--- config.mk ---
export PLATFORM = sky130hd
export DESIGN_NAME = strap_sampling_decode
export DESIGN_NICKNAME = d
export VERILOG_FILES = /design/src/core/strap_pkg.sv /design/src/core/strap_sampling_decode.sv
export SDC_FILE = /design/constraint.sdc
export NUM_CORES = 1
export LEC_CHECK = 0
export CAP_MARGIN = 10
export CORE_MARGIN = 1
export CORE_UTILIZATION = 47
export DETAILED_ROUTE_END_ITERATION = 10
export DONT_BUFFER_PORTS = 1
export SKIP_LAST_GASP = 1
export SYNTH_ARGS = -nofsm -noshare
export SYNTH_HDL_FRONTEND = slang
export SYNTH_SLANG_ARGS = --single-unit
--- constraint.sdc ---
create_clock -name MCLK -period 3.1 [get_ports MCLK]
set_clock_uncertainty 0.15 [all_clocks]
set_input_delay 0.155 -clock MCLK [delete_from_list [all_inputs] [get_ports MCLK]]
set_output_delay 0.155 -clock MCLK [all_outputs]
set_load 0.1 [all_outputs]
--- src/core/strap_pkg.sv ---
// Constants, offsets and types shared by the strap sampling and decode block
package strap_pkg;
  localparam int NUM_STRAPS = 13;
  localparam int NUM_LEDS = 10;
  // Strap pin positions inside the strap vector
  localparam int S_P1_LED_A = 0;
  localparam int S_P1_LED_B = 1;
  localparam int S_P2_LED_A = 2;
  localparam int S_P2_LED_B = 3;
  localparam int S_P3_LED_B = 4;
  localparam int S_P4_LED_A = 5;
  localparam int S_P4_LED_B = 6;
  localparam int S_P5_LED_B = 7;
  localparam int S_P6_RX_BIT0 = 8;
  localparam int S_P6_RX_BIT1 = 9;
  localparam int S_P6_RX_BIT2 = 10;
  localparam int S_P6_RX_BIT3 = 11;
  localparam int S_INBAND = 12;
  // Strap defaults, held until the first capture
  localparam logic [12:0] STRAP_RST = 13'h00FF;
  // Register byte offsets
  localparam logic [7:0] OFF_STRAPS = 8'h00;
  localparam logic [7:0] OFF_DECODE = 8'h04;
  localparam logic [7:0] OFF_CTRL = 8'h08;
  localparam logic [7:0] OFF_WAKE = 8'h0C;
  localparam logic [7:0] OFF_GPIO = 8'h10;
  // Control register fields and reset value
  localparam int CTRL_START = 0;
  localparam int CTRL_WAKE_POL = 1;
  localparam int CTRL_REF_SRC = 2;
  localparam logic [2:0] CTRL_RST = 3'h0;
  // General purpose pin control fields and reset value
  localparam int GPIO_SW_OUT = 0;
  localparam int GPIO_SW_OE = 1;
  localparam int GPIO_TIMER_SEL = 2;
  localparam int GPIO_PIN_IN = 3;
  localparam logic [2:0] GPIO_RST = 3'h0;
  // Bit position of the capture-done flag in the strap register
  localparam int STAT_SAMPLED = 16;
  // Two-bit strap encodings
  localparam logic [1:0] LN_RESERVED = 2'h0;
  localparam logic [1:0] LN_AN_OFF = 2'h1;
  localparam logic [1:0] LN_NAND = 2'h2;
  localparam logic [1:0] LN_AN_ON = 2'h3;
  typedef enum logic [1:0] {MGMT_MDIO, MGMT_I2C, MGMT_SPI} mgmt_t;
  typedef enum logic [1:0] {P6_RGMII, P6_RMII, P6_RSVD, P6_MII} p6_mode_t;
endpackage

--- src/core/strap_sampling_decode.sv ---
// Strap capture at reset release, strap decode and miscellaneous pin control
//
// Local design decisions: register access over Wishbone and the placing of the registers.
`timescale 1ns/100ps
`default_nettype none
module strap_sampling_decode (
  input wire logic MCLK,
  input wire logic ARST_N,
  input wire logic WB_CYC_I,
  input wire logic WB_STB_I,
  input wire logic WB_WE_I,
  input wire logic [7:0] WB_ADR_I,
  input wire logic [3:0] WB_SEL_I,
  input wire logic [31:0] WB_DAT_I,
  output logic [31:0] WB_DAT_O,
  output logic WB_ACK_O,
  input wire logic [12:0] STRAP_IN,
  output logic [12:0] STRAP_OUT,
  output logic [12:0] STRAP_OE_N,
  output logic P3_LED_A_N,
  output logic P5_LED_A_N,
  input wire logic [9:0] LED_ON,
  input wire logic [3:0] P6_RXD,
  output logic FILTER_EN,
  output logic FLOW_CTRL_EN,
  output logic FAST_LINKUP,
  output logic AUTONEG_EN,
  output logic NAND_TREE,
  output logic FULL_DUPLEX,
  output logic STRAIGHT_WIRING,
  output logic [1:0] MGMT_SEL,
  output logic FORWARD_EN,
  output logic [1:0] P6_MODE,
  output logic P6_MAC_ROLE,
  output logic P6_REFCLK_OUT_EN,
  output logic P6_SPEED_1G,
  output logic INBAND_MGMT_EN,
  input wire logic ENERGY_EVENT,
  output logic WAKE_EVENT_OUT,
  input wire logic IRQ_REQ,
  output logic IRQ_OUT_LOW_O,
  output logic IRQ_OUT_LOW_OE_N,
  input wire logic GPIO_I,
  output logic GPIO_O,
  output logic GPIO_OE_N,
  input wire logic TIMER_GPIO_OUT,
  input wire logic TIMER_GPIO_OE,
  output logic TIMER_GPIO_IN,
  input wire logic RECOV_TICK,
  output logic SYNC_REF_CLK_OUT
);
  logic [1:0] rst_sync_q;
  logic rst_n;
  logic [12:0] strap_meta_q;
  logic [12:0] strap_sync_q;
  logic [12:0] strap_q;
  logic sampled_q;
  logic [12:0] pin_out_q;
  logic [12:0] pin_oe_n_q;
  logic [12:0] pin_norm;
  logic p3_led_q;
  logic p5_led_q;
  logic gpio_meta_q;
  logic gpio_sync_q;
  logic [2:0] ctrl_q;
  logic [2:0] gpio_ctrl_q;
  logic wake_pend_q;
  logic wake_pend_d;
  logic wake_out_q;
  logic irq_oe_n_q;
  logic gpio_out_q;
  logic gpio_oe_n_q;
  logic ref_clk_q;
  logic ack_q;
  logic [31:0] rdata_q;
  logic bus_req;
  logic bus_wr;
  logic hit_straps;
  logic hit_decode;
  logic hit_ctrl;
  logic hit_wake;
  logic hit_gpio;
  logic [31:0] rdata_d;
  logic fast;
  logic [1:0] ln_code;
  logic [1:0] mgmt_d;
  logic [1:0] p6_mode_d;
  logic autoneg_d;
  logic nand_d;
  logic straight_d;
  logic refclk_en_d;
  logic speed_1g_d;
  logic forward_d;
  logic [15:0] decode_vec;
  logic filter_q;
  logic flow_q;
  logic fast_q;
  logic autoneg_q;
  logic nand_q;
  logic straight_q;
  logic [1:0] mgmt_q;
  logic forward_q;
  logic [1:0] p6_mode_q;
  logic p6_role_q;
  logic refclk_en_q;
  logic speed_q;
  logic inband_q;
  logic gpio_drive;
  logic gpio_oe;
  logic ref_toggle;

  // Reset release through two flip-flops
  always_ff @(posedge MCLK or negedge ARST_N) begin
    if (!ARST_N) begin
      rst_sync_q <= 2'h0;
    end else begin
      rst_sync_q <= {rst_sync_q[0], 1'b1};
    end
  end
  assign rst_n = rst_sync_q[1];

  // Strap and pin synchronisers keep sampling through reset
  always_ff @(posedge MCLK) begin
    strap_meta_q <= STRAP_IN;
    strap_sync_q <= strap_meta_q;
    gpio_meta_q <= GPIO_I;
    gpio_sync_q <= gpio_meta_q;
  end

  // One capture at the first edge after release
  always_ff @(posedge MCLK or negedge rst_n) begin
    if (!rst_n) begin
      sampled_q <= 1'b0;
      strap_q <= strap_pkg::STRAP_RST;
    end else if (!sampled_q) begin
      sampled_q <= 1'b1;
      strap_q <= strap_sync_q;
    end
  end

  // Normal function of each strap pin
  assign pin_norm = {strap_q[strap_pkg::S_INBAND], P6_RXD,
                     ~LED_ON[9], ~LED_ON[7], ~LED_ON[6], ~LED_ON[5],
                     ~LED_ON[3], ~LED_ON[2], ~LED_ON[1], ~LED_ON[0]};

  genvar gi;
  generate
    for (gi = 0; gi < strap_pkg::NUM_STRAPS; gi++) begin : g_pin
      always_ff @(posedge MCLK or negedge rst_n) begin
        if (!rst_n) begin
          pin_oe_n_q[gi] <= 1'b1;
          pin_out_q[gi] <= 1'b1;
        end else begin
          pin_oe_n_q[gi] <= ~sampled_q;
          pin_out_q[gi] <= pin_norm[gi];
        end
      end
    end
  endgenerate

  // Strap decode
  assign fast = ~strap_q[strap_pkg::S_P2_LED_B];
  assign ln_code = {strap_q[strap_pkg::S_P2_LED_A], strap_q[strap_pkg::S_P4_LED_A]};
  assign autoneg_d = ~fast && (ln_code == strap_pkg::LN_AN_ON);
  assign nand_d = ~fast && (ln_code == strap_pkg::LN_NAND);
  assign straight_d = fast ? strap_q[strap_pkg::S_P2_LED_A] : 1'b1;
  assign mgmt_d = strap_q[strap_pkg::S_P4_LED_B] ? strap_pkg::MGMT_SPI :
                  (strap_q[strap_pkg::S_P3_LED_B] ? strap_pkg::MGMT_I2C :
                   strap_pkg::MGMT_MDIO);
  assign p6_mode_d = {strap_q[strap_pkg::S_P6_RX_BIT3],
                      strap_q[strap_pkg::S_P6_RX_BIT2]};
  assign refclk_en_d = (p6_mode_d == strap_pkg::P6_RMII) &&
                       !strap_q[strap_pkg::S_P6_RX_BIT1];
  assign speed_1g_d = !strap_q[strap_pkg::S_P6_RX_BIT0] &&
                      (p6_mode_d == strap_pkg::P6_RGMII);
  assign forward_d = strap_q[strap_pkg::S_P5_LED_B] ||
                     ctrl_q[strap_pkg::CTRL_START];
  assign decode_vec = {1'b0, inband_q, speed_q, refclk_en_q, p6_role_q, p6_mode_q,
                       forward_q, mgmt_q, straight_q, nand_q, autoneg_q, fast_q, flow_q,
                       filter_q};

  always_ff @(posedge MCLK or negedge rst_n) begin
    if (!rst_n) begin
      filter_q <= 1'b0;
      flow_q <= 1'b1;
      fast_q <= 1'b0;
      autoneg_q <= 1'b1;
      nand_q <= 1'b0;
      straight_q <= 1'b1;
      mgmt_q <= strap_pkg::MGMT_SPI;
      forward_q <= 1'b0;
      p6_mode_q <= strap_pkg::P6_RGMII;
      p6_role_q <= 1'b0;
      refclk_en_q <= 1'b0;
      speed_q <= 1'b1;
      inband_q <= 1'b0;
    end else begin
      filter_q <= ~strap_q[strap_pkg::S_P1_LED_A];
      flow_q <= strap_q[strap_pkg::S_P1_LED_B];
      fast_q <= fast;
      autoneg_q <= autoneg_d;
      nand_q <= nand_d;
      straight_q <= straight_d;
      mgmt_q <= mgmt_d;
      forward_q <= forward_d && sampled_q;
      p6_mode_q <= p6_mode_d;
      p6_role_q <= strap_q[strap_pkg::S_P6_RX_BIT1];
      refclk_en_q <= refclk_en_d;
      speed_q <= speed_1g_d;
      inband_q <= strap_q[strap_pkg::S_INBAND];
    end
  end

  // Register bus decode
  assign bus_req = WB_CYC_I && WB_STB_I && !ack_q;
  assign bus_wr = bus_req && WB_WE_I && WB_SEL_I[0];
  assign hit_straps = WB_ADR_I[7:2] == strap_pkg::OFF_STRAPS[7:2];
  assign hit_decode = WB_ADR_I[7:2] == strap_pkg::OFF_DECODE[7:2];
  assign hit_ctrl = WB_ADR_I[7:2] == strap_pkg::OFF_CTRL[7:2];
  assign hit_wake = WB_ADR_I[7:2] == strap_pkg::OFF_WAKE[7:2];
  assign hit_gpio = WB_ADR_I[7:2] == strap_pkg::OFF_GPIO[7:2];
  assign rdata_d = hit_straps ? {15'h0000, sampled_q, 3'h0, strap_q} :
                   hit_decode ? {16'h0000, decode_vec} :
                   hit_ctrl ? {29'h00000000, ctrl_q} :
                   hit_wake ? {31'h00000000, wake_pend_q} :
                   hit_gpio ? {28'h0000000, gpio_sync_q, gpio_ctrl_q} : 32'h00000000;

  always_ff @(posedge MCLK or negedge rst_n) begin
    if (!rst_n) begin
      ack_q <= 1'b0;
      rdata_q <= 32'h00000000;
      ctrl_q <= strap_pkg::CTRL_RST;
      gpio_ctrl_q <= strap_pkg::GPIO_RST;
    end else begin
      ack_q <= bus_req;
      rdata_q <= bus_req ? rdata_d : 32'h00000000;
      if (bus_wr && hit_ctrl) begin
        ctrl_q <= WB_DAT_I[2:0];
      end
      if (bus_wr && hit_gpio) begin
        gpio_ctrl_q <= WB_DAT_I[2:0];
      end
    end
  end

  // Wake event: sticky, write one to clear, set wins
  assign wake_pend_d = ENERGY_EVENT ||
                       (wake_pend_q && !(bus_wr && hit_wake && WB_DAT_I[0]));
  // Pin drive selection for the general pin and reference clock
  assign gpio_drive = gpio_ctrl_q[strap_pkg::GPIO_TIMER_SEL] ? TIMER_GPIO_OUT :
                      gpio_ctrl_q[strap_pkg::GPIO_SW_OUT];
  assign gpio_oe = gpio_ctrl_q[strap_pkg::GPIO_TIMER_SEL] ? TIMER_GPIO_OE :
                   gpio_ctrl_q[strap_pkg::GPIO_SW_OE];
  assign ref_toggle = ctrl_q[strap_pkg::CTRL_REF_SRC] ? RECOV_TICK : 1'b1;

  always_ff @(posedge MCLK or negedge rst_n) begin
    if (!rst_n) begin
      wake_pend_q <= 1'b0;
      wake_out_q <= 1'b1;
      irq_oe_n_q <= 1'b1;
      gpio_out_q <= 1'b0;
      gpio_oe_n_q <= 1'b1;
      ref_clk_q <= 1'b0;
      p3_led_q <= 1'b1;
      p5_led_q <= 1'b1;
    end else begin
      wake_pend_q <= wake_pend_d;
      wake_out_q <= ~(wake_pend_q ^ ctrl_q[strap_pkg::CTRL_WAKE_POL]);
      irq_oe_n_q <= ~IRQ_REQ;
      gpio_out_q <= gpio_drive;
      gpio_oe_n_q <= ~gpio_oe;
      ref_clk_q <= ref_clk_q ^ ref_toggle;
      p3_led_q <= ~LED_ON[4];
      p5_led_q <= ~LED_ON[8];
    end
  end

  assign WB_ACK_O = ack_q;
  assign WB_DAT_O = rdata_q;
  assign STRAP_OUT = pin_out_q;
  assign STRAP_OE_N = pin_oe_n_q;
  assign P3_LED_A_N = p3_led_q;
  assign P5_LED_A_N = p5_led_q;
  assign FILTER_EN = filter_q;
  assign FLOW_CTRL_EN = flow_q;
  assign FAST_LINKUP = fast_q;
  assign AUTONEG_EN = autoneg_q;
  assign NAND_TREE = nand_q;
  assign FULL_DUPLEX = fast_q;
  assign STRAIGHT_WIRING = straight_q;
  assign MGMT_SEL = mgmt_q;
  assign FORWARD_EN = forward_q;
  assign P6_MODE = p6_mode_q;
  assign P6_MAC_ROLE = p6_role_q;
  assign P6_REFCLK_OUT_EN = refclk_en_q;
  assign P6_SPEED_1G = speed_q;
  assign INBAND_MGMT_EN = inband_q;
  assign WAKE_EVENT_OUT = wake_out_q;
  assign IRQ_OUT_LOW_O = 1'b0;
  assign IRQ_OUT_LOW_OE_N = irq_oe_n_q;
  assign GPIO_O = gpio_out_q;
  assign GPIO_OE_N = gpio_oe_n_q;
  assign TIMER_GPIO_IN = gpio_sync_q;
  assign SYNC_REF_CLK_OUT = ref_clk_q;

  chk_pins_float_reset: assert property (@(posedge MCLK) disable iff (!ARST_N)
    !sampled_q |-> (pin_oe_n_q == 13'h1FFF))
    else $error("strap pin driven before capture");
  chk_strap_capture: assert property (@(posedge MCLK) disable iff (!rst_n)
    $rose(sampled_q) |-> (strap_q == $past(strap_sync_q)))
    else $error("strap value not taken from synchronised pins");
  chk_pins_drive_after: assert property (@(posedge MCLK) disable iff (!rst_n)
    sampled_q |=> (pin_oe_n_q == 13'h0000))
    else $error("strap pin not driven after capture");
  chk_led_low_on: assert property (@(posedge MCLK) disable iff (!rst_n)
    (sampled_q && LED_ON[0]) |=> !STRAP_OUT[0])
    else $error("led not driven low when on");
  chk_filter_decode: assert property (@(posedge MCLK) disable iff (!rst_n)
    $past(rst_n) |-> (FILTER_EN == !$past(strap_q[0])))
    else $error("filter enable mismatch");
  chk_flow_decode: assert property (@(posedge MCLK) disable iff (!rst_n)
    $past(rst_n) |-> (FLOW_CTRL_EN == $past(strap_q[1])))
    else $error("flow control mismatch");
  chk_autoneg_decode: assert property (@(posedge MCLK) disable iff (!rst_n)
    (strap_q[3] && strap_q[2] && strap_q[5]) |=> (AUTONEG_EN && !NAND_TREE))
    else $error("auto-negotiation decode wrong");
  chk_fast_wiring: assert property (@(posedge MCLK) disable iff (!rst_n)
    (!strap_q[3] && !strap_q[2]) |=> (FULL_DUPLEX && !STRAIGHT_WIRING && !AUTONEG_EN))
    else $error("fast link-up decode wrong");
  chk_mgmt_decode: assert property (@(posedge MCLK) disable iff (!rst_n)
    strap_q[6] |=> (MGMT_SEL == 2'h2))
    else $error("management select wrong");
  chk_forward_hold: assert property (@(posedge MCLK) disable iff (!rst_n)
    (!strap_q[7] && !ctrl_q[0]) |=> !FORWARD_EN)
    else $error("forwarding before start");
  chk_speed_mii: assert property (@(posedge MCLK) disable iff (!rst_n)
    (strap_q[11] || strap_q[10]) |=> !P6_SPEED_1G)
    else $error("gigabit speed with MII or RMII");
  chk_wake_polarity: assert property (@(posedge MCLK) disable iff (!rst_n)
    (ENERGY_EVENT && !ctrl_q[1]) ##1 !ctrl_q[1] |=> !WAKE_EVENT_OUT)
    else $error("wake output not asserted low");
  chk_irq_drive: assert property (@(posedge MCLK) disable iff (!rst_n)
    IRQ_REQ |=> (!IRQ_OUT_LOW_OE_N && !IRQ_OUT_LOW_O))
    else $error("interrupt not pulled low");
  chk_strap_stable: assert property (@(posedge MCLK) disable iff (!rst_n)
    $past(sampled_q) |-> $stable(strap_q))
    else $error("strap value changed after capture");
endmodule // strap_sampling_decode
`default_nettype wire

Yosys cells after proc, flatten, opt, wreduce, memory -nomap -nowiden:

Cells that the tools add are included.

* output and inout bits: 84
* logic and storage cells: 105
* flip-flop bits (word level): 105
* bits of input ports: 82

* multiplexer cells: 12
* bitwise operators: 18
* reduce and logical (&&, ||, !) cells: 22
* equal/unequal tests: 7

Operators by type and width (number)
* 2-to-1 mux 17 bit: 2
* inverter 1 bit: 16
* 2-to-1 mux 15 bit: 1
* logical AND 1 bit: 14
* equality test 6 x 2 -> 1 bit (second input constant): 2
* 2-to-1 mux 4 bit: 3
* equality test 6 x 1 -> 1 bit (second input constant): 1
* equality test 6 x 3 -> 1 bit (second input constant): 1
* logical NOT 6 bit: 1
* 2-to-1 mux 1 bit: 5
* equality test 2 bit (second input constant): 2
* logical NOT 1 bit: 4
* equality test 2 x 1 -> 1 bit (second input constant): 1
* logical NOT 2 bit: 1
* logical OR 1 bit: 2
* 2-to-1 mux 2 bit: 1
* bitwise XOR 1 bit: 2

Depth between registers and ports, before layout:

Gate-level depths: netlist (run 1).

* word-level depth: 9
* gate-level depth with buffers: 6
* gate-level depth less buffers: 4

Worst setup path after synthesis (run 1):

No wires, ideal clock.

* kind: flip-flop to flip-flop
* from: register ack_q, in the netlist WB_ACK_O
* to: register gpio_ctrl_q[0]
* path buffers: 0
* cell stages (with the launch flop): 5
* path slack: 0.872 ns
* arrival time: 1.953 ns
* setup time: 0.125 ns
* cell sequence: dfrtp_1 nand3b_1 or2_4 nor3_4 mux2_2

* cells in the longest elaborated chain, start to end: 5

RTL lines
* start: declaration: line strap_sampling_decode.sv:74 `logic ack_q;`
* start signal: assignment: line strap_sampling_decode.sv:235 `ack_q <= bus_req;`
* logical NOT 1 bit: line strap_sampling_decode.sv:215 `assign bus_req = WB_CYC_I && WB_STB_I && !ack_q;`
* logical AND 1 bit: line strap_sampling_decode.sv:215
* logical AND 1 bit (2 in series): line strap_sampling_decode.sv:216 `assign bus_wr = bus_req && WB_WE_I && WB_SEL_I[0];`
* logical AND 1 bit: line strap_sampling_decode.sv:240 `if (bus_wr && hit_gpio) begin`
* end signal: assignment: line strap_sampling_decode.sv:233 `gpio_ctrl_q <= strap_pkg::GPIO_RST;`
* end signal: assignment: line strap_sampling_decode.sv:241 `gpio_ctrl_q <= WB_DAT_I[2:0];`
* end: declaration: line strap_sampling_decode.sv:66 `logic [2:0] gpio_ctrl_q;`

Every way passes these cells.
A chain may end at the register's enable or synchronous reset.

Worst setup path after layout (run 1):

* from: input WB_ADR_I[3]
* to: register rdata_q[3], in the netlist WB_DAT_O[3]

* cells in the longest elaborated chain, start to end: 7

RTL lines
* start: declaration: line strap_sampling_decode.sv:12 `input wire logic [7:0] WB_ADR_I,`
* equality test 6 x 3 -> 1 bit: line strap_sampling_decode.sv:221 `assign hit_gpio = WB_ADR_I[7:2] == strap_pkg::OFF_GPIO[7:2];`
* 2-to-1 mux 4 bit: line strap_sampling_decode.sv:226 `hit_gpio ? {28'h0000000, gpio_sync_q, gpio_ctrl_q} : 32'h00000000;`
* 2-to-1 mux 4 bit: line strap_sampling_decode.sv:225 `hit_wake ? {31'h00000000, wake_pend_q} :`
* 2-to-1 mux 4 bit: line strap_sampling_decode.sv:224 `hit_ctrl ? {29'h00000000, ctrl_q} :`
* 2-to-1 mux 15 bit: line strap_sampling_decode.sv:223 `hit_decode ? {16'h0000, decode_vec} :`
* 2-to-1 mux 17 bit *: line strap_sampling_decode.sv:222 `assign rdata_d = hit_straps ? {15'h0000, sampled_q, 3'h0, strap_q} :`
* 2-to-1 mux 17 bit *: line strap_sampling_decode.sv:236 `rdata_q <= bus_req ? rdata_d : 32'h00000000;`
* end signal: assignment: line strap_sampling_decode.sv:236
* end: declaration: line strap_sampling_decode.sv:75 `logic [31:0] rdata_q;`

Mark *: on every way between the ends. The rest lies on a longest branch, timed or not.

==> results of run 1 <==
[metal layers]
layer | GRT usage [%] | up-vias | share of wire [%]
met2 | 27.8 | 95 | 51
li1 | - | 875 | -
met4 | 8.37 | 0 | 1.9
met3 | 4.16 | 9 | 6.5
met5 | 0 | - | 0
met1 | 20.0 | 955 | 40
[synthesized netlist by cell type, types with 2 or more instances]
cell type / number / area (sq um)
clkbuf_1: 2 / 7.51
or3b_2: 2 / 17.5
nor2b_1: 2 / 12.5
a21oi_1: 4 / 20.0
nor2_1: 14 / 52.6
inv_1: 17 / 63.8
dfrtp_1: 44 / 1100
and3_1: 3 / 18.8
a22oi_1: 9 / 67.6
conb_1: 2 / 7.51
nor3_1: 2 / 10.0
buf_4: 32 / 240
o21ai_0: 2 / 10.0
nand2_1: 6 / 22.5
xnor2_1: 2 / 17.5
nand4b_1: 2 / 17.5
buf_2: 2 / 10.0
nor3b_1: 2 / 15.0
dfstp_2: 32 / 841
dfxtp_1: 28 / 561
nand3b_1: 2 / 15.0
a211oi_1: 2 / 15.0
mux2_2: 20 / 225
[what timing repair did]
item,4_1_cts,5_1_grt
endpoints found under the hold margin,55,0
hold buffers,44,0
setup endpoints to repair,0,0
resized for setup,0,0
[metrics by stage]
stage | utilization [%] | area (sq um) | instances | hold WS (ns) | total power, mW
detailed placement | 49.2 | 3590 | 340 | -0.291 | 2.08
global placement | 49.2 | 3590 | 340 | -0.291 | 2.07
finish | 57.8 | 4210 | 400 | 0.0167 | 2.87
global route | 57.8 | 4210 | 400 | 0.0170 | 2.98
floorplan | - | 3620 | 270 | -0.291 | 2.06
CTS | 57.8 | 4210 | 400 | 0.00599 | 2.91
[cell families after synthesis]
kind of cell / count (synthesis) / share of synthesized area [%]
flip-flops: 104 / 70.3
buffers and inverters: 55 / 9.46
AND/OR/NAND/NOR: 44 / 7.70
AO/OA/AOI/OAI: 25 / 5.17
multiplexers: 21 / 6.61
XOR/XNOR: 2 / 0.493
other: 2 / 0.211
[flip-flops by register name, indices dropped and copies added, names as in the netlist, 2 cells and up]
name          cells
gpio_ctrl_q       3
WB_DAT_O         16
rst_sync_q        2
strap_sync_q     13
strap_q          13
ctrl_q            3
MGMT_SEL          2
P6_MODE           2
STRAP_OUT        13
strap_meta_q     13
[layout make-up]
cell class / instances / area, sq um / area share (%)
Clock inverter: 6 / 47.5 / 1.13
Clock buffer: 10 / 138 / 3.27
Multi-Input combinational cell: 111 / 782 / 18.6
Sequential cell: 104 / 2510 / 59.6
Tap cell: 99 / 124 / 2.94
Inverter: 17 / 63.8 / 1.51
Timing Repair Buffer: 53 / 548 / 13.0
[worst min-delay path: cells and delay by family]
kind | cells | cell delay (ns)
AND/OR/NAND/NOR | 2 | 0.10
AO/OA/AOI/OAI | 2 | 0.23
[power breakdown]
group          switching [mW]  leakage (nW)  internal [mW]
sequential              0.308          1.14           1.45
combinational           0.246         0.598         0.0830
clock                   0.453        0.0994          0.326
[path summary, 6_finish.rpt]
check / startpoint / endpoint / slack (ns) / cells past startpoint
max in group asynchronous: rst_sync_q[1]$_DFF_PN0_ / FAST_LINKUP$_DFF_PN0_ / 1.86 / 0
min reg2reg: strap_meta_q[0]$_DFF_P_ / strap_sync_q[0]$_DFF_P_ / 0.18 / 0
max: WB_ADR_I[3] / WB_DAT_O[3]$_DFF_PN0_ / 0.83 / 4
min: WB_ADR_I[2] / WB_DAT_O[2]$_DFF_PN0_ / 0.02 / 4
min in group asynchronous: rst_sync_q[1]$_DFF_PN0_ / WB_DAT_O[14]$_DFF_PN0_ / 0.33 / 0
max reg2reg: WB_ACK_O$_DFF_PN0_ / WB_DAT_O[3]$_DFF_PN0_ / 0.87 / 5
==> flow_summary.ini, run 1 <==
[placement]
place_hpwl_um = 4070
gp_congestion = 0.803
portBuffers = 0
pre_cts_ws_ns = 1.12

[global_route]
track_usage_pct = 16.6
grt_max_degree = 75
grt-ovfl-total = 0
grt_pass1_wl_um = 9400
grt_pass1_vias = 1858
antenna_found_initial = 0

[worst_setup_path]
critPathMaxStageDelay_ns = 0.72
path_cells = dlygate4sd3_1 -> nor4_4 -> a2111oi_0 -> dlygate4sd3_1
crit_arrival_ns = 2.37
path_class = in -> reg
cp_data_required_time_ns = 3.20
critPathBufInv = 2
cp_common_cell = dlygate4sd3_1
cp-start-kind = input port
cp_top_family = buffers and inverters
cp_max_fo = 13
end_kind = register
cp_slowest_cell = nor4_4

[clock_network]
post_cts_buffers = 0
clockRootBuffer = clkbuf_8
htree_levels = 3
clock_path_buffers = 2
cts_inserted_buffers = 9
clk_pin_slew_ns = 0.09
cts_tree = built
cts_sinks = 104
insertion_delay_ns = 0.36

[finish]
diodes = 0
area_growth_pct = 18.5
drive_above_1_share_pct = 29.9
final_common_cell = dlygate4sd3_1
layout_common_cells = dlygate4sd3_1, dfrtp_1, dfstp_2
nNetsFinal = 378
fillers = 613

[sta]
maxSlewHeadroom_pct = 37.5
final-hold-violation-count = 0
setup-violations-final = 0
max_freq_ghz = 0.441
worst_pin_slew_ns = 0.938
slew_violations = 0
rsz0062_at_grt = no
setup_slack_ns = 0.830
layout_min_cycle_time_ns = 2.27
tns_ns = 0
fin_crit_sh_pct = 73.2

[die]
boundaryPins = 166
core_sq_um = 7290
initial_core_util_pct = 48.8
die_area_sq_um = 7920
die_y_um = 89.0
rows = 31
dieWidth_um = 89.0

[routing]
drc = 0
wl_per_cell_um = 15.5
drtIter0Drc = 126
viasPerCell = 4.84
vias = 1934
routed_wl_um = 6220
final_antenna_net_count = 0
dr.pass1.iters = 4

[synthesis]
async_reset_ff_share_pct = 73.1
ys_types = 43
ys_ff_latch = 104
syn_inst = 253
synth_flop_cell = dfrtp_1
synth_edf_count = 0
syn_area_sq_um = 3560
yosys_warnings = 0
syn-mean-instance-area_sq_um = 14.1
ys_seq_area_share_pct = 70.3

[power_and_ir_drop]
leakagePower_nw = 1.84
vdd_drop_max_v = 0.000323
power_density_nw_per_um2 = 681

[run]
cap_violations = 0

[worst_hold_path]
hp-class = in -> reg

[outcome]
status = complete, no violations
No activity file was read; power rests on OpenSTA's default activity.
==> run 2, diff against run 1 <==
==> constraint.sdc (replaced) <==
create_clock -name MCLK -period 2.3 [get_ports MCLK]
set_clock_uncertainty 0.15 [all_clocks]
set_input_delay 0.115 -clock MCLK [delete_from_list [all_inputs] [get_ports MCLK]]
set_output_delay 0.115 -clock MCLK [all_outputs]
set_load 0.1 [all_outputs]
==> flow_summary.ini, run 2 (same netlist as run 1, synthesis figures left out) <==
[global_route]
grt-ovfl-total = 0
track_usage_pct = 16.4
grt_pass1_vias = 1864
antenna_found_initial = 0
grt_max_degree = 37
grt_pass1_wl_um = 9340

[worst_hold_path]
holdPathEnd = ctrl_q[2]$_DFFE_PN0P_
hold_depth = 2
hp-class = in -> reg
hp-start = WB_ADR_I[3]

[power_and_ir_drop]
vdd_drop_max_v = 0.000431
finalPower_mw = 4.14
internal_power_mw = 2.74
power_frac_seq_pct = 53.1
power_frac_comb_pct = 16.0
power_density_nw_per_um2 = 941
leakagePower_nw = 1.95
clockPowerShare_pct = 31.0
swShare_pct = 33.8
power_switching_mw = 1.40

[routing]
drc = 0
final_antenna_net_count = 0
drtIter0Drc = 138
dr.pass1.iters = 4
viasPerCell = 4.67
routed_wl_um = 6320
wl_per_cell_um = 15.2
vias = 1948

[finish]
layout_common_cells = dlygate4sd3_1, dfrtp_1, dfstp_2
diodes = 0
drive_above_1_share_pct = 33.3
area_growth_pct = 23.7
design_area_sq_um = 4400
final_common_cell = dlygate4sd3_1
nNetsFinal = 395
fillers = 596
largest_reg_flops = 16

[sta]
rsz0062_at_grt = no
setup-violations-final = 0
maxSlewHeadroom_pct = 40.5
fin_crit_sh_pct = 92.6
final-hold-violation-count = 0
worst_pin_slew_ns = 0.892
max_freq_ghz = 0.469
setup_slack_ns = 0.169
slew_violations = 0
tns_ns = 0
layout_min_cycle_time_ns = 2.13

[worst_setup_path]
path_cells = nand3b_1 -> nor4_2 -> nand4_1 -> a21o_1 -> dlygate4sd3_1
cp_max_fo = 4
cp_data_required_time_ns = 2.40
cp-start-kind = register
crit_cells = 5
crit_arrival_ns = 2.23
cp_slowest_cell = dlygate4sd3_1
r2r_cells = 5
end_kind = register
cp_top_family = simple AND/OR/NAND/NOR gates
path_class = reg -> reg
rr_startpoint = WB_ACK_O$_DFF_PN0_
r2r_end = wake_pend_q$_DFF_PN0_
reg2reg_slack_ns = 0.17
critPathBufInv = 1
critPathMaxStageDelay_ns = 0.55

[clock_network]
cts_inserted_buffers = 9
insertion_delay_ns = 0.36
clockRootBuffer = clkbuf_8
cts_tree = built
clk_pin_slew_ns = 0.11
cts_sinks = 104
clock_path_buffers = 2
post_cts_buffers = 0
htree_levels = 3

[die]
boundaryPins = 166
rows = 31
initial_core_util_pct = 48.8
core_sq_um = 7290
die_area_sq_um = 7920
die_y_um = 89.0
dieWidth_um = 89.0

[outcome]
status = complete, no violations

[placement]
place_hpwl_um = 4210
gp_congestion = 0.803
dpl_cell_area_sq_um = 3720
portBuffers = 0
pre_cts_ws_ns = 0.421

[run]
cap_violations = 0
==> run 2: cell count changes in the layout (fill, tap and decap cells not counted) <==
| cell | before | now |
|---|---|---|
| buf_12 | 0 | 1 |
| buf_4 | 7 | 22 |
| bufinv_16 | 0 | 2 |
| clkbuf_8 | 10 | 9 |
| clkinv_2 | 2 | 0 |
| dlygate4sd3_1 | 44 | 45 |
| inv_6 | 3 | 4 |
==> run 2: area by class of cell <==
cell class / count / area, sq um / area share, %
Tap cell: 99 / 124 / 2.81
Inverter: 17 / 63.8 / 1.45
Sequential cell: 104 / 2510 / 57.0
Clock inverter: 7 / 106 / 2.42
Timing Repair Buffer: 70 / 691 / 15.7
Multi-Input combinational cell: 111 / 782 / 17.8
Clock buffer: 9 / 124 / 2.81
==> run 2: how the worst max path moves through the flow <==
| stage | from | to | slack [ns] |
|---|---|---|---|
| final | WB_ACK_O$_DFF_PN0_ | wake_pend_q$_DFF_PN0_ | 0.17 |
| after global routing | WB_ACK_O$_DFF_PN0_ | wake_pend_q$_DFF_PN0_ | 0.06 |
| after CTS | WB_ACK_O$_DFF_PN0_ | wake_pend_q$_DFF_PN0_ | 0.20 |
| after detailed placement | WB_ACK_O$_DFF_PN0_ | ctrl_q[1]$_DFFE_PN0P_ | 0.42 |
| after global placement | WB_ACK_O$_DFF_PN0_ | gpio_ctrl_q[1]$_DFFE_PN0P_ | 0.44 |
| after floorplan | WB_ACK_O$_DFF_PN0_ | gpio_ctrl_q[0]$_DFFE_PN0P_ | 0.07 |
==> run 2: through the flow <==
stage,hold WS [ns],util (%),std cells
3_3_place_gp,-0.331,51.0,356
3_5_place_dp,-0.331,51.0,356
6_report,0.0151,60.4,417
2_1_floorplan,-0.331,-,270
4_1_cts,0.00105,60.4,417
5_1_grt,0.0144,60.4,417
==> run 2: metal layers <==
| metal | track usage (%) | wire length (um) | vias up |
|---|---|---|---|
| li1 | - | - | 907 |
| met1 | 20.8 | 2690 | 935 |
| met2 | 26.6 | 3130 | 96 |
| met3 | 3.97 | 397 | 10 |
| met4 | 7.94 | 105 | 0 |
| met5 | 0 | 0 | - |
==> run 2: power groups by stage <==
stage	clock network, mW	registers (mW)	logic [mW]
floorplan	0	2.44	0.339
global placement	0	2.23	0.596
detailed placement	0	2.24	0.600
CTS	1.32	2.20	0.665
global route	1.39	2.22	0.689
finish	1.28	2.20	0.662
==> run 2: worst register-to-register path: stages, from the launching register on <==
cell	delay, ns
dfrtp_1	0.39
nand3b_1	0.29
nor4_2	0.33
nand4_1	0.12
a21o_1	0.20
dlygate4sd3_1	0.55
==> run 2: repair_timing <==
action                                 CTS  global route
endpoints found under the hold margin   49             0
hold buffers                            45             0
gates resized for setup                  0             0
==> run 3, diff against run 2 <==
--- a/config.mk
+++ b/config.mk
@@ -6,11 +6,15 @@
 export NUM_CORES = 1
 export LEC_CHECK = 0
 export CAP_MARGIN = 10
+export CELL_PAD_IN_SITES_DETAIL_PLACEMENT = 0
+export CELL_PAD_IN_SITES_GLOBAL_PLACEMENT = 1
 export CORE_MARGIN = 1
 export CORE_UTILIZATION = 47
 export DETAILED_ROUTE_END_ITERATION = 10
 export DONT_BUFFER_PORTS = 1
+export PLACE_DENSITY_LB_ADDON = 0.1
 export SKIP_LAST_GASP = 1
+export SLEW_MARGIN = 20
 export SYNTH_ARGS = -nofsm -noshare
 export SYNTH_HDL_FRONTEND = slang
 export SYNTH_SLANG_ARGS = --single-unit
==> flow_summary.ini, run 3 (same netlist as run 1, synthesis figures left out) <==
[clock_network]
cts_inserted_buffers = 9
post_cts_buffers = 0
clockRootBuffer = clkbuf_8
cts_tree = built
cts_hold_buf = 44
htree_levels = 3
clk_pin_slew_ns = 0.10
clock_path_buffers = 2
insertion_delay_ns = 0.35
post_cts_resized = 0
cts_sinks = 104

[worst_setup_path]
path_cells = nand3b_1 -> or2_4 -> a2111oi_0 -> dlygate4sd3_1
cp_data_required_time_ns = 2.44
end_kind = register
path_class = reg -> reg
rr_startpoint = WB_ACK_O$_DFF_PN0_
crit_end = WB_DAT_O[3]$_DFF_PN0_
reg2reg_slack_ns = 0.17
cp-start-kind = register
crit_arrival_ns = 2.28
cp_slowest_cell = dlygate4sd3_1
crit_start = WB_ACK_O$_DFF_PN0_
r2r_end = WB_DAT_O[3]$_DFF_PN0_
critPathMaxStageDelay_ns = 0.60
critPathBufInv = 1
crit_cells = 4
cp_max_fo = 3
r2r_cells = 4
cp_top_family = buffers and inverters

[finish]
multiInputGateArea_sq_um = 782
fin_cells = 415
regArea_sq_um = 2510
diodes = 0
fillers = 603
drive_above_1_share_pct = 32.9
design_area_sq_um = 4330
utilization_pct = 59.3
area_growth_pct = 21.6
layout_common_cells = dlygate4sd3_1, dfrtp_1, dfstp_2
nNetsFinal = 393
largest_reg_flops = 16
final_common_cell = dlygate4sd3_1

[routing]
drc = 0
wl_per_cell_um = 15.0
routed_wl_um = 6240
viasPerCell = 4.66
final_antenna_net_count = 0
drtIter0Drc = 65
dr.pass1.iters = 4
vias = 1935

[power_and_ir_drop]
swShare_pct = 35.1
power_density_nw_per_um2 = 905
power_switching_mw = 1.37
clockPowerShare_pct = 27.1
leakagePower_nw = 1.91
power_frac_comb_pct = 16.5
finalPower_mw = 3.92
internal_power_mw = 2.54
vdd_drop_max_v = 0.000416
power_frac_seq_pct = 56.3

[global_route]
grt_pass1_vias = 1820
grt_pass1_wl_um = 9490
grt_max_degree = 47
antenna_found_initial = 0
grt-ovfl-total = 0
track_usage_pct = 16.7

[worst_hold_path]
hp-class = in -> reg
hp-start = WB_ADR_I[3]

[sta]
maxSlewHeadroom_pct = 40.4
tns_ns = 0
hold_slack_ns = 0.0240
layout_min_cycle_time_ns = 2.13
worst_pin_slew_ns = 0.895
max_freq_ghz = 0.469
slew_violations = 0
fin_crit_sh_pct = 92.7
setup_slack_ns = 0.168
setup-violations-final = 0
rsz0062_at_grt = no
final-hold-violation-count = 0

[placement]
place_hpwl_um = 4080
gp_congestion = 0.738
dpl_cell_area_sq_um = 3690
pre_cts_ws_ns = 0.449
placedCellCount = 355
portBuffers = 0

[die]
core_sq_um = 7290
initial_core_util_pct = 48.8
rows = 31
dieWidth_um = 89.0
die_area_sq_um = 7920
die_y_um = 89.0
boundaryPins = 166

[outcome]
status = complete, no violations

[run]
cap_violations = 0
==> run 3: routing by layer <==
| layer | up-vias | GRT usage (%) | wire (um) | part of all wire, % |
|---|---|---|---|---|
| li1 | 904 | - | - | - |
| met2 | 84 | 26.9 | 3010 | 48 |
| met4 | 0 | 7.94 | 97 | 1.6 |
| met1 | 939 | 21.3 | 2780 | 45 |
| met3 | 8 | 4.25 | 345 | 5.5 |
| met5 | - | 0 | 0 | 0 |
==> run 3: power groups by stage <==
stage               sequential, mW  combinational, mW  clock (mW)
global route                  2.23              0.672        1.18
floorplan                     2.44              0.339           0
detailed placement            2.25              0.587           0
global placement              2.24              0.584           0
CTS                           2.21              0.649        1.09
finish                        2.21              0.647        1.06
==> run 3: final cells by class <==
class / instances / area share (%)
clock buffers: 11 / 3.27
clock inverters: 5 / 1.19
inverters: 17 / 1.47
multi-input cells: 111 / 18.1
flip-flops and latches: 104 / 58.0
well taps: 99 / 2.86
repair buffers: 68 / 15.1
==> run 3: worst min path at each step <==
stage | depth (start not counted) | slack (ns) | to
floorplan | 0 | -0.33 | rst_sync_q[0]$_DFF_PN0_
global placement | 0 | -0.33 | rst_sync_q[0]$_DFF_PN0_
detailed placement | 0 | -0.33 | rst_sync_q[0]$_DFF_PN0_
CTS | 3 | 0.009 | WB_DAT_O[1]$_DFF_PN0_
global route | 3 | 0.01 | WB_DAT_O[1]$_DFF_PN0_
finish | 3 | 0.02 | WB_DAT_O[0]$_DFF_PN0_
==> run 3: worst reg2reg max path, stage by stage (launching register included) <==
cell,delay [ns]
dfrtp_1,0.38
nand3b_1,0.23
or2_4,0.32
a2111oi_0,0.40
dlygate4sd3_1,0.60
